[src/rtl/ssm_consts.svh]
// Offsets, field positions, reset values and timing counts for the supply channel controller.
// Assumes inclusion by bare name from the design file and the bench.
`ifndef SSM_CONSTS_SVH
`define SSM_CONSTS_SVH

// Register offsets (word addresses on the plain register port)
`define SSM_A_CTRL      8'h00
`define SSM_A_ONOFF     8'h01
`define SSM_A_SERVO     8'h02
`define SSM_A_VCMD      8'h03
`define SSM_A_MHI       8'h04
`define SSM_A_MLO       8'h05
`define SSM_A_OVF       8'h06
`define SSM_A_OVW       8'h07
`define SSM_A_UVW       8'h08
`define SSM_A_UVF       8'h09
`define SSM_A_VINON     8'h0a
`define SSM_A_VINOFF    8'h0b
`define SSM_A_TON       8'h0c
`define SSM_A_TRISE     8'h0d
`define SSM_A_TMAX      8'h0e
`define SSM_A_TOFF      8'h0f
`define SSM_A_DAC       8'h10
`define SSM_A_DISCH     8'h11
`define SSM_A_STATUS    8'h12
`define SSM_A_CLEAR     8'h13

// Control register fields
`define SSM_CTRL_CFG_LO 0
`define SSM_CTRL_CHMODE 2
`define SSM_CTRL_TOFAIL 3
// On/off command fields: bit 7 on, bits 5:4 margin select
`define SSM_OP_ON       7
`define SSM_OP_MG_HI    5
`define SSM_OP_MG_LO    4
// Servo configuration fields
`define SSM_SV_CONT     7
`define SSM_SV_WARN     6
`define SSM_SV_FASTOFF  5
`define SSM_SV_DMODE_LO 0
// Status bits
`define SSM_ST_TON_TO   0
`define SSM_ST_OV       1
`define SSM_ST_DECAY    2
`define SSM_ST_ON       3
`define SSM_ST_CONN     4

// Reset values
`define SSM_SERVO_RST   8'h00
`define SSM_CTRL_RST    8'h00

// Time base and near-target window
`define SSM_TICK_NS     1000
`define SSM_CLK_NS      5
`define SSM_FAST_NS     1000
`define SSM_NEAR_CODES  4

`endif

[src/rtl/ssm_pkg.sv]
// Types shared by the supply channel controller.
// Assumes the constants header sits beside it.
package ssm_pkg;

  // Channel sequencing states
  typedef enum logic [2:0] {
    SEQ_OFF   = 3'b000,
    SEQ_TOND  = 3'b001,
    SEQ_RISE  = 3'b010,
    SEQ_ON    = 3'b011,
    SEQ_TOFFD = 3'b100
  } ssm_seq_t;

  // Turn-on condition select
  typedef enum logic [1:0] {
    CFG_VIN     = 2'b00,
    CFG_CMD     = 2'b01,
    CFG_PIN     = 2'b10,
    CFG_CMD_PIN = 2'b11
  } ssm_oncfg_t;

  // DAC connection mode
  typedef enum logic [1:0] {
    DAC_SERVO  = 2'b00,
    DAC_OPEN   = 2'b01,
    DAC_MAN_SC = 2'b10,
    DAC_MAN_HC = 2'b11
  } ssm_dmode_t;

endpackage

[src/rtl/ssm_channel.sv]
// One supply channel: on/off gating, timed sequencing, supervision and DAC servo.
// Assumes conversions arrive as strobed codes synchronous to core_clk at 200 MHz.
//
// Implementation choices: strobed register access and the register addresses.
`timescale 1ns/1ps
`include "ssm_consts.svh"

module ssm_channel #(
  parameter int CW = 16,
  parameter int DW = 10
) (
  // Clock, reset, enable
  input  wire logic          core_clk,
  input  wire logic          nrst,
  input  wire logic          clk_en,
  // Register port
  input  wire logic [7:0]    reg_addr,
  input  wire logic [15:0]   reg_wdata,
  input  wire logic          reg_wr,
  input  wire logic          reg_rd,
  output logic      [15:0]   reg_rdata,
  // Measurements
  input  wire logic [CW-1:0] input_voltage_sense,
  input  wire logic          vin_valid,
  input  wire logic [CW-1:0] vout_code,
  input  wire logic          vout_valid,
  input  wire logic [DW-1:0] feedback_code,
  input  wire logic          control_pin,
  input  wire logic          margin_ov_ignore,
  // Converter side
  output logic               vout_enable,
  output logic      [DW-1:0] dac_code,
  output logic               trim_dac_output_oe_n,
  // Shared fault line (open drain) and alert
  input  wire logic          shared_fault_line_in,
  output logic               shared_fault_line_out,
  output logic               shared_fault_line_oe_n,
  output logic               alert_line_n
);

  localparam int TICK_N = (`SSM_TICK_NS + `SSM_CLK_NS - 1) / `SSM_CLK_NS;
  localparam int FAST_N = (`SSM_FAST_NS + `SSM_CLK_NS - 1) / `SSM_CLK_NS;

  // ****************************************
  // Reset synchroniser and registers
  // ****************************************
  logic rs1_r, rst_n;
  always_ff @(posedge core_clk or negedge nrst) begin
    if (!nrst) begin
      rs1_r <= 1'b0;
      rst_n <= 1'b0;
    end else begin
      rs1_r <= 1'b1;
      rst_n <= rs1_r;
    end
  end

  logic [7:0]    ctrl_r, onoff_r, servo_r;
  logic [CW-1:0] vcmd_r, mhi_r, mlo_r, ovf_r, ovw_r, uvw_r, uvf_r, vinon_r, vinoff_r;
  logic [15:0]   ton_r, trise_r, tmax_r, toff_r;
  logic [7:0]    disch_r;
  logic [DW-1:0] dac_reg_r;
  logic          dac_wr;
  logic          clr_faults;
  assign dac_wr     = clk_en && reg_wr && reg_addr == `SSM_A_DAC;
  assign clr_faults = clk_en && reg_wr && reg_addr == `SSM_A_CLEAR;

  // Software writes; all values hold while the clock enable is low
  always_ff @(posedge core_clk or negedge rst_n) begin
    if (!rst_n) begin
      ctrl_r <= `SSM_CTRL_RST; onoff_r <= 8'h00; servo_r <= `SSM_SERVO_RST;
      vcmd_r <= '0; mhi_r <= '0; mlo_r <= '0; ovf_r <= '1; ovw_r <= '1;
      uvw_r <= '0; uvf_r <= '0; vinon_r <= '0; vinoff_r <= '0;
      ton_r <= 16'h0000; trise_r <= 16'h0000; tmax_r <= 16'hffff; toff_r <= 16'h0000;
      disch_r <= 8'h00; dac_reg_r <= '0;
    end else if (clk_en && reg_wr) begin
      case (reg_addr)
        `SSM_A_CTRL:   ctrl_r    <= reg_wdata[7:0];
        `SSM_A_ONOFF:  onoff_r   <= reg_wdata[7:0];
        `SSM_A_SERVO:  servo_r   <= reg_wdata[7:0];
        `SSM_A_VCMD:   vcmd_r    <= reg_wdata[CW-1:0];
        `SSM_A_MHI:    mhi_r     <= reg_wdata[CW-1:0];
        `SSM_A_MLO:    mlo_r     <= reg_wdata[CW-1:0];
        `SSM_A_OVF:    ovf_r     <= reg_wdata[CW-1:0];
        `SSM_A_OVW:    ovw_r     <= reg_wdata[CW-1:0];
        `SSM_A_UVW:    uvw_r     <= reg_wdata[CW-1:0];
        `SSM_A_UVF:    uvf_r     <= reg_wdata[CW-1:0];
        `SSM_A_VINON:  vinon_r   <= reg_wdata[CW-1:0];
        `SSM_A_VINOFF: vinoff_r  <= reg_wdata[CW-1:0];
        `SSM_A_TON:    ton_r     <= reg_wdata;
        `SSM_A_TRISE:  trise_r   <= reg_wdata;
        `SSM_A_TMAX:   tmax_r    <= reg_wdata;
        `SSM_A_TOFF:   toff_r    <= reg_wdata;
        `SSM_A_DISCH:  disch_r   <= reg_wdata[7:0];
        `SSM_A_DAC:    dac_reg_r <= reg_wdata[DW-1:0];
        default: ;
      endcase
    end
  end

  // ****************************************
  // Input supervision and on/off decision
  // ****************************************
  logic vin_ok_r;
  // Hysteresis between on and off thresholds
  always_ff @(posedge core_clk or negedge rst_n) begin
    if (!rst_n) vin_ok_r <= 1'b0;
    else if (clk_en && vin_valid) begin
      if (input_voltage_sense > vinon_r) vin_ok_r <= 1'b1;
      else if (input_voltage_sense < vinoff_r) vin_ok_r <= 1'b0;
    end
  end

  ssm_pkg::ssm_oncfg_t oncfg;
  logic on_req;
  assign oncfg = ssm_pkg::ssm_oncfg_t'(ctrl_r[`SSM_CTRL_CFG_LO +: 2]);
  // Turn-on condition selection, gated by the input threshold
  always_comb begin
    case (oncfg)
      ssm_pkg::CFG_VIN: on_req = 1'b1;
      ssm_pkg::CFG_CMD: on_req = onoff_r[`SSM_OP_ON];
      ssm_pkg::CFG_PIN: on_req = control_pin;
      default:          on_req = onoff_r[`SSM_OP_ON] && control_pin;
    endcase
    on_req = on_req && vin_ok_r;
  end

  // Off threshold; product truncated back to code width on purpose
  logic [CW+7:0] off_prod;
  logic          decayed;
  assign off_prod = vcmd_r * disch_r;
  assign decayed  = vout_code < off_prod[CW+7:8];

  // ****************************************
  // Sequencer with common time base
  // ****************************************
  logic [15:0] tick_cnt_r;
  logic        tick;
  assign tick = tick_cnt_r == 16'(TICK_N - 1);
  always_ff @(posedge core_clk or negedge rst_n) begin
    if (!rst_n) tick_cnt_r <= 16'h0000;
    else if (clk_en) tick_cnt_r <= tick ? 16'h0000 : tick_cnt_r + 16'h0001;
  end

  ssm_pkg::ssm_seq_t st_r;
  logic [15:0] cnt_r, tmax_cnt_r, rise_lat_r, tmax_lat_r;
  logic        to_fault_r, ov_fault_r, decay_flag_r, to_off_r, connect_req_r;
  logic        uv_now, ov_now, fault_line_low, fault_off;
  assign uv_now = vout_code < uvf_r;
  assign ov_now = vout_code > ovf_r;
  assign fault_off = to_fault_r && ctrl_r[`SSM_CTRL_TOFAIL];
  assign fault_line_low = !shared_fault_line_in && !fault_off;

  // One machine per channel; on, rise and max delays latched as the on delay begins, off delay as it begins
  always_ff @(posedge core_clk or negedge rst_n) begin
    if (!rst_n) begin
      st_r <= ssm_pkg::SEQ_OFF; cnt_r <= 16'h0000; tmax_cnt_r <= 16'h0000;
      rise_lat_r <= 16'h0000; tmax_lat_r <= 16'h0000; connect_req_r <= 1'b0;
    end else if (clk_en) begin
      connect_req_r <= 1'b0;
      if (st_r != ssm_pkg::SEQ_OFF && tick && tmax_cnt_r != 16'hffff)
        tmax_cnt_r <= tmax_cnt_r + 16'h0001;
      case (st_r)
        ssm_pkg::SEQ_OFF: begin
          if (on_req && decayed && !fault_line_low && !to_off_r) begin
            st_r       <= ssm_pkg::SEQ_TOND;
            cnt_r      <= ton_r;
            rise_lat_r <= trise_r;
            tmax_lat_r <= tmax_r;
            tmax_cnt_r <= 16'h0000;
          end
        end
        ssm_pkg::SEQ_TOND: begin
          if (!on_req || fault_line_low) st_r <= ssm_pkg::SEQ_OFF;
          else if (cnt_r == 16'h0000) begin
            st_r  <= ssm_pkg::SEQ_RISE;
            cnt_r <= rise_lat_r;
          end else if (tick) cnt_r <= cnt_r - 16'h0001;
        end
        // An off request during rise starts the off delay at once, not after the rise
        ssm_pkg::SEQ_RISE, ssm_pkg::SEQ_ON: begin
          if (!on_req) begin
            st_r  <= ssm_pkg::SEQ_TOFFD;
            cnt_r <= toff_r;
          end else if (st_r == ssm_pkg::SEQ_RISE && cnt_r == 16'h0000) begin
            st_r          <= ssm_pkg::SEQ_ON;
            connect_req_r <= 1'b1;
          end else if (st_r == ssm_pkg::SEQ_RISE && tick) cnt_r <= cnt_r - 16'h0001;
        end
        ssm_pkg::SEQ_TOFFD: begin
          if (cnt_r == 16'h0000) st_r <= ssm_pkg::SEQ_OFF;
          else if (tick) cnt_r <= cnt_r - 16'h0001;
        end
        default: st_r <= ssm_pkg::SEQ_OFF;
      endcase
      // Immediate off on input loss unless in delayed-off mode, on fault line outside the off delay, or on timeout shutdown
      if ((!vin_ok_r && !ctrl_r[`SSM_CTRL_CHMODE]) || fault_off ||
          (fault_line_low && st_r != ssm_pkg::SEQ_TOFFD))
        st_r <= ssm_pkg::SEQ_OFF;
    end
  end

  assign vout_enable = st_r == ssm_pkg::SEQ_RISE || st_r == ssm_pkg::SEQ_ON ||
                       st_r == ssm_pkg::SEQ_TOFFD;

  // Fault flags: set wins over a clear in the same cycle
  always_ff @(posedge core_clk or negedge rst_n) begin
    if (!rst_n) begin
      to_fault_r <= 1'b0; ov_fault_r <= 1'b0; decay_flag_r <= 1'b0; to_off_r <= 1'b0;
    end else if (clk_en) begin
      if (st_r != ssm_pkg::SEQ_OFF && st_r != ssm_pkg::SEQ_TOFFD &&
          tmax_cnt_r == tmax_lat_r && uv_now)
        to_fault_r <= 1'b1;
      else if (clr_faults) to_fault_r <= 1'b0;
      if (ov_now && !(margin_ov_ignore && onoff_r[`SSM_OP_MG_HI +: 2] != 2'b00))
        ov_fault_r <= 1'b1;
      else if (clr_faults) ov_fault_r <= 1'b0;
      if (st_r == ssm_pkg::SEQ_OFF && on_req && !decayed) decay_flag_r <= 1'b1;
      else if (clr_faults) decay_flag_r <= 1'b0;
      // Latched off until the on request is withdrawn
      if (fault_off) to_off_r <= 1'b1;
      else if (!on_req) to_off_r <= 1'b0;
    end
  end

  assign shared_fault_line_out  = 1'b0;
  assign shared_fault_line_oe_n = !fault_off;
  assign alert_line_n = !(to_fault_r || ov_fault_r || decay_flag_r);

  // ****************************************
  // DAC servo and connection
  // ****************************************
  ssm_pkg::ssm_dmode_t dmode;
  logic [CW-1:0] target, target_prev_r;
  logic [15:0]   fast_cnt_r;
  logic          conn_r, matched_r, fast_r, frozen_r, cont, near, warn_out;
  logic [DW-1:0] dac_r;
  assign dmode = ssm_pkg::ssm_dmode_t'(servo_r[`SSM_SV_DMODE_LO +: 2]);
  assign cont  = servo_r[`SSM_SV_CONT];

  // Target select; margin bits have no effect while disconnected
  always_comb begin
    target = vcmd_r;
    if (st_r == ssm_pkg::SEQ_ON && conn_r) begin
      if (onoff_r[`SSM_OP_MG_HI]) target = mhi_r;
      else if (onoff_r[`SSM_OP_MG_LO]) target = mlo_r;
    end
  end

  function automatic logic [CW-1:0] absdiff(input logic [CW-1:0] a, input logic [CW-1:0] b);
    absdiff = (a > b) ? a - b : b - a;
  endfunction
  assign near     = absdiff(vout_code, target) <= CW'(`SSM_NEAR_CODES);
  assign warn_out = vout_code > ovw_r || vout_code < uvw_r;

  // Connection, matching, and servo stepping
  always_ff @(posedge core_clk or negedge rst_n) begin
    if (!rst_n) begin
      conn_r <= 1'b0; matched_r <= 1'b0; fast_r <= 1'b0; frozen_r <= 1'b0;
      dac_r <= '0; fast_cnt_r <= 16'h0000; target_prev_r <= '0;
    end else if (clk_en) begin
      target_prev_r <= target;
      if (st_r != ssm_pkg::SEQ_ON || dmode == ssm_pkg::DAC_OPEN) begin
        conn_r <= 1'b0;
        matched_r <= 1'b0;
      end else if (!conn_r && (connect_req_r || matched_r || dmode != ssm_pkg::DAC_SERVO)) begin
        if (dmode == ssm_pkg::DAC_MAN_HC) begin
          conn_r <= 1'b1;
          dac_r  <= dac_reg_r;
        end else if (absdiff(CW'(dac_r), CW'(feedback_code)) <= CW'(1)) begin
          conn_r <= 1'b1;
          fast_r <= !servo_r[`SSM_SV_FASTOFF];
          frozen_r <= 1'b0;
        end else begin
          matched_r <= 1'b1;
          dac_r <= (dac_r < feedback_code) ? dac_r + 1'b1 : dac_r - 1'b1;
        end
      end else if (conn_r && dmode != ssm_pkg::DAC_SERVO) begin
        if (dac_wr) dac_r <= reg_wdata[DW-1:0];
      end else if (conn_r) begin
        if (target != target_prev_r) begin
          fast_r <= !servo_r[`SSM_SV_FASTOFF];
          frozen_r <= 1'b0;
        end else if (fast_r) begin
          fast_cnt_r <= (fast_cnt_r == 16'(FAST_N - 1)) ? 16'h0000 : fast_cnt_r + 16'h0001;
          if (near) fast_r <= 1'b0;
          else if (fast_cnt_r == 16'(FAST_N - 1))
            dac_r <= (vout_code < target) ? dac_r + 1'b1 : dac_r - 1'b1;
        end else if (vout_valid && (cont || !frozen_r)) begin
          if (vout_code == target) frozen_r <= !cont;
          else dac_r <= (vout_code < target) ? dac_r + 1'b1 : dac_r - 1'b1;
        end else if (!cont && frozen_r && servo_r[`SSM_SV_WARN] && vout_valid && warn_out)
          frozen_r <= 1'b0;
      end
    end
  end

  assign dac_code = dac_r;
  assign trim_dac_output_oe_n = !conn_r;

  // ****************************************
  // Register read port
  // ****************************************
  always_ff @(posedge core_clk or negedge rst_n) begin
    if (!rst_n) reg_rdata <= 16'h0000;
    else if (clk_en && reg_rd) begin
      case (reg_addr)
        `SSM_A_CTRL:   reg_rdata <= {8'h00, ctrl_r};
        `SSM_A_ONOFF:  reg_rdata <= {8'h00, onoff_r};
        `SSM_A_SERVO:  reg_rdata <= {8'h00, servo_r};
        `SSM_A_VCMD:   reg_rdata <= 16'(vcmd_r);
        `SSM_A_DAC:    reg_rdata <= 16'(dac_r);
        `SSM_A_STATUS: reg_rdata <= {11'h000, conn_r, st_r == ssm_pkg::SEQ_ON,
                                     decay_flag_r, ov_fault_r, to_fault_r};
        default:       reg_rdata <= 16'h0000;
      endcase
    end
  end

  // ****************************************
  // Checks
  // ****************************************
  chk_enable_off_state: assert property (@(posedge core_clk) disable iff (!rst_n)
    st_r == ssm_pkg::SEQ_OFF |-> !vout_enable) else $error("enable high in off");
  chk_vin_gate_on: assert property (@(posedge core_clk) disable iff (!rst_n)
    clk_en && st_r == ssm_pkg::SEQ_OFF && !vin_ok_r |=> st_r == ssm_pkg::SEQ_OFF)
    else $error("started below input threshold");
  chk_disc_no_oe: assert property (@(posedge core_clk) disable iff (!rst_n)
    clk_en && dmode == ssm_pkg::DAC_OPEN ##1 dmode == ssm_pkg::DAC_OPEN |-> trim_dac_output_oe_n)
    else $error("dac driven while disconnected");
  chk_decay_alert: assert property (@(posedge core_clk) disable iff (!rst_n)
    clk_en && st_r == ssm_pkg::SEQ_OFF && on_req && !decayed |=> !alert_line_n)
    else $error("decay hold without alert");
  chk_fault_pull_line: assert property (@(posedge core_clk) disable iff (!rst_n)
    fault_off |-> !shared_fault_line_oe_n && !shared_fault_line_out)
    else $error("fault line not pulled");
  chk_margin_disc_ign: assert property (@(posedge core_clk) disable iff (!rst_n)
    !conn_r |-> target == vcmd_r) else $error("margin applied while disconnected");
  chk_rise_to_on: assert property (@(posedge core_clk) disable iff (!rst_n)
    clk_en && st_r == ssm_pkg::SEQ_RISE && cnt_r == 16'h0000 && !fault_off && on_req
    && !fault_line_low |=> st_r == ssm_pkg::SEQ_ON) else $error("rise end missed");
  chk_ov_flag_set: assert property (@(posedge core_clk) disable iff (!rst_n)
    clk_en && ov_now && !margin_ov_ignore |=> ov_fault_r) else $error("ov not flagged");
  cov_reach_on: cover property (@(posedge core_clk) st_r == ssm_pkg::SEQ_ON);
  cov_connect: cover property (@(posedge core_clk) $rose(conn_r));
  cov_timeout: cover property (@(posedge core_clk) $rose(to_fault_r));

endmodule // ssm_channel

[config.mk]
export PLATFORM = sky130hd
export DESIGN_NAME = ssm_channel
export DESIGN_NICKNAME = d
export VERILOG_FILES = /design/src/rtl/ssm_pkg.sv /design/src/rtl/ssm_channel.sv
export VERILOG_INCLUDE_DIRS = /design/src /design/src/rtl
export SDC_FILE = /design/constraint.sdc
export NUM_CORES = 1
export LEC_CHECK = 0
export BUFFER_PORTS_ARGS = -buffer_cell sky130_fd_sc_hd__buf_4
export CORE_UTILIZATION = 40
export DETAILED_ROUTE_END_ITERATION = 8
export PLACE_DENSITY = 0.6
export SLEW_MARGIN = 20
export SYNTH_ARGS = -nofsm -noshare
export SYNTH_HDL_FRONTEND = slang
export SYNTH_SLANG_ARGS = --single-unit
[constraint.sdc]
create_clock -name core_clk -period 11.9 [get_ports core_clk]
set_input_delay 2.38 -clock core_clk [delete_from_list [all_inputs] [get_ports core_clk]]
set_output_delay 2.38 -clock core_clk [all_outputs]
set_load 0.01 [all_outputs]
==> summary.txt <==
Power
  • Leak: 15.1 nW
  • Worst vdd ir: 0.102 mV
  • PnR Total Power: between 3 and 4 mW
  • Pwr/cell area: between 100 and 150 nW/um^2

Finish
  • Fillcell total: 6629
  • Share of layout cells above drive strength 1: between 10% and 20%
  • Register area: 10100 um^2
  • Most frequent cells in the layout: dfrtp_1 (354), inv_1 (283), nand2_1 (258)
  • Antenna diodes: 0
  • Nets@finish: between 3000 and 4000
  • Utilization after layout: 45.0%
  • Fin area: between 30000 and 40000 um^2
  • Non-filler cells, final: between 3000 and 4000
  • Area of the multi-input gates: ~16000 um^2
  • Area Overhead vs Synth: 11.2%
  • Most common cell after layout, fill and taps aside: dfrtp_1

Die
  • Die ar.: about 70000 um^2
  • Die Ht: 266 um
  • I/O pins: 107
  • CORE AREA: 68700 um^2
  • Die width: 266 um
  • Initial core utilization: ~40%
  • # rows: 96

Global routing
  • GRT met2 Usage: a little over a third
  • Met3 GRT Util: under 10%
  • Largest net degree at the start of global routing: 172
  • GRT Util Overall: between 20% and 30%
  • GRT met1 Usage: between 30 and 40%
  • Grt peak-use layer: met2
  • Grt total ovfl: 0
  • Initial antenna violation count: 3
  • Vias in the first global route: about 22000
  • First-pass GRT wire length: 124000 um

Timing
  • Minimum clock period: a little under 9000 ps
  • Unrepaired setup endpoints after global routing: no
  • Achievable Freq: between 0.1 and 0.15 GHz
  • Slew margin rel.: between 20% and 30%
  • Skew final: between 15 and 20 ps
  • Setup_tns: 0 ps
  • Fin. Hold Viols: 0
  • Final hold slack: ~240 ps
  • Fin. max-slew vios: 0
  • PnR worst setup slack: between 3000 and 4000 ps
  • Worst-margin pin slew: approximately 1100 ps
  • Setup violators final: 0
  • Period utilization: about 74%

Detailed routing
  • DR DRC count: 0
  • DR WL/cell: about 20 um
  • Vias per inst: 5.53
  • Post-route ant nets: 0
  • Routed via count: about 21000
  • Starting DRC count in detailed routing: ~1500
  • Pre-antenna DRT Iters: 5
  • Post-Route WL: ~80000 um

Setup path
  • Setup Crit Path Kind: reg2reg
  • Reg2Reg Depth: 29
  • R2R Path End: rise_lat_r[0]
  • Crit path launch type: register
  • Critical Path End Type: register
  • Crit path DAT: between 9000 and 10000 ps
  • Reg-to-reg slack, setup: about 3100 ps
  • Crit path max fanout: 47
  • Worst path most repeated cell: a21o_1
  • CP max stage cell: and3_2
  • Crit path largest cell delay: ~990 ps
  • Req. time, crit path: between 10000 and 15000 ps
  • Reg2Reg Launch Point: disch_r[7]
  • Setup crit start: disch_r[7]

Place
  • Dpl ws: around 3100 ps
  • RePlAce Congestion: about 0.89
  • HPWL after DPL: 57500 um
  • DP Cell Count: about 3800
  • Area after DPL: ~29000 um^2
  • Buffers on Ports: 105

Clock tree
  • Post-CTS Setup Bufs: 0
  • CTS tree: done
  • # H-tree levels: 2
  • Clock Latency Late Sink: just under 600 ps
  • Post_cts resized: 0
  • CTS buffer count: 45
  • CTS Buffer Depth: 3
  • CTS sink cnt: ~400
  • Clk slew on worst S/H paths: about 60 ps
  • Root buf cell: clkbuf_16
  • Hold Buf Count CTS: 0

Logic synthesis
  • Top post-synthesis cells by area: dfrtp_1 (32%), ha_1 (9.3%), mux2_2 (8.1%), fa_1 (6.3%), dfstp_2 (4.5%)
  • Post-synth EDFFs: 0
  • Mapped Cells: 2874
  • Ys flop type: dfrtp_1
  • Mapped Nets: around 3200
  • Synthesized flop and latch total: between 400 and 500
  • Cell taking the most area after synthesis: dfrtp_1
  • Seq/Total Area, Yosys: approximately 36%
  • Unique masters post-synth: 95
  • Syn Area/Cell: roughly 9.7 um^2
  • Cell Area, Synth: 27800 um^2
  • Top cell type's share of synthesized area: between 30% and 40%
  • Asr flop ratio synth: 100%
  • Ys Warns: 0

Hold path
  • Worst hold path class: reg2async

Flow run
  • MaxCap Viol Count: 0

Status
  • Outcome: finished, final reports clean
[layout make-up]
class / count / share of cell area (%)
Multi-Input combinational cell: 2038 / 51.9
Inverter: 285 / 3.46
Sequential cell: 403 / 32.8
Tap cell: 931 / 3.77
Clock buffer: 66 / 4.22
Clock inverter: 18 / 0.870
Timing Repair Buffer: 122 / 3.00
[cells by family (layout without fill, tap and decap cells)]
logic type / count (synthesis) / in the layout / share of synthesized area (%)
AOI/OAI and AO/OA: 605 / 605 / 14.4
xor gates and xnor gates: 105 / 105 / 3.31
adders and majority gates: 293 / 293 / 15.5
buffers and inverters: 433 / 491 / 6.08
DFF: 403 / 403 / 36.5
muxes: 239 / 239 / 9.58
other: 2 / 2 / 0.0270
and+or+nand+nor: 794 / 794 / 14.6
[worst max-delay path by stage]
| stage | to | slack, ps |
|---|---|---|
| after floorplan | rise_lat_r[10] | 4240 |
| after global placement | tmax_lat_r[14] | 3220 |
| after detailed placement | rise_lat_r[0] | 3130 |
| after CTS | rise_lat_r[0] | 3080 |
| after global routing | rise_lat_r[15] | 2610 |
| final | rise_lat_r[0] | 3070 |
[power breakdown]
| group | switching (mW) | internal (mW) | total [mW] |
|---|---|---|---|
| Combinational | 0.226 | 0.136 | 0.362 |
| Clock | 0.592 | 0.895 | 1.49 |
| Sequential | 0.0412 | 1.42 | 1.46 |
[critical path: cells and delay by family (launching register included)]
kind / cells / cell delay, ps
xor+xnor: 1 / 170
mux: 1 / 420
fa+ha+maj: 6 / 2690
flops: 1 / 630
compound gates: 14 / 2720
buf+inv: 3 / 140
simple gates: 4 / 1890
[per-layer routing]
| metal | up-vias | share of wire (%) |
|---|---|---|
| li1 | 9998 | - |
| met1 | 10660 | 45 |
| met2 | 539 | 46 |
| met3 | 148 | 5.4 |
| met4 | 4 | 3.7 |
| met5 | - | 0.034 |
[state kept, by name, summed over array words and instances, names as in the netlist, 16 cells and up]
| name | cells |
|---|---|
| reg_rdata | 16 |
| vcmd_r | 16 |
| target_prev_r | 16 |
| vinoff_r | 16 |
| uvw_r | 16 |
| tick_cnt_r | 16 |
| uvf_r | 16 |
| fast_cnt_r | 16 |
| ovw_r | 16 |
| tmax_lat_r | 16 |
| toff_r | 16 |
| mlo_r | 16 |
| tmax_cnt_r | 16 |
| cnt_r | 16 |
| rise_lat_r | 16 |
| tmax_r | 16 |
| mhi_r | 16 |
| ovf_r | 16 |
| vinon_r | 16 |
| trise_r | 16 |
| ton_r | 16 |
[cells in the mapped netlist, types with 19 or more instances]
cell type	number
o21ai_0	174
buf_2	19
nand2_1	258
and2_1	101
mux2_2	200
dfstp_2	48
nor2b_1	27
nand4_1	45
and3_1	22
a21oi_1	85
a31oi_1	33
xnor2_1	71
a21o_1	53
o21ai_1	37
nand3_1	51
nor3_1	37
xor2_1	34
o21a_1	25
inv_1	283
nand2b_1	26
ha_1	206
fa_1	87
clkbuf_1	109
mux2i_1	26
a221oi_1	21
nor2_1	144
dfrtp_1	355
Power figures use the tool's default switching activity.
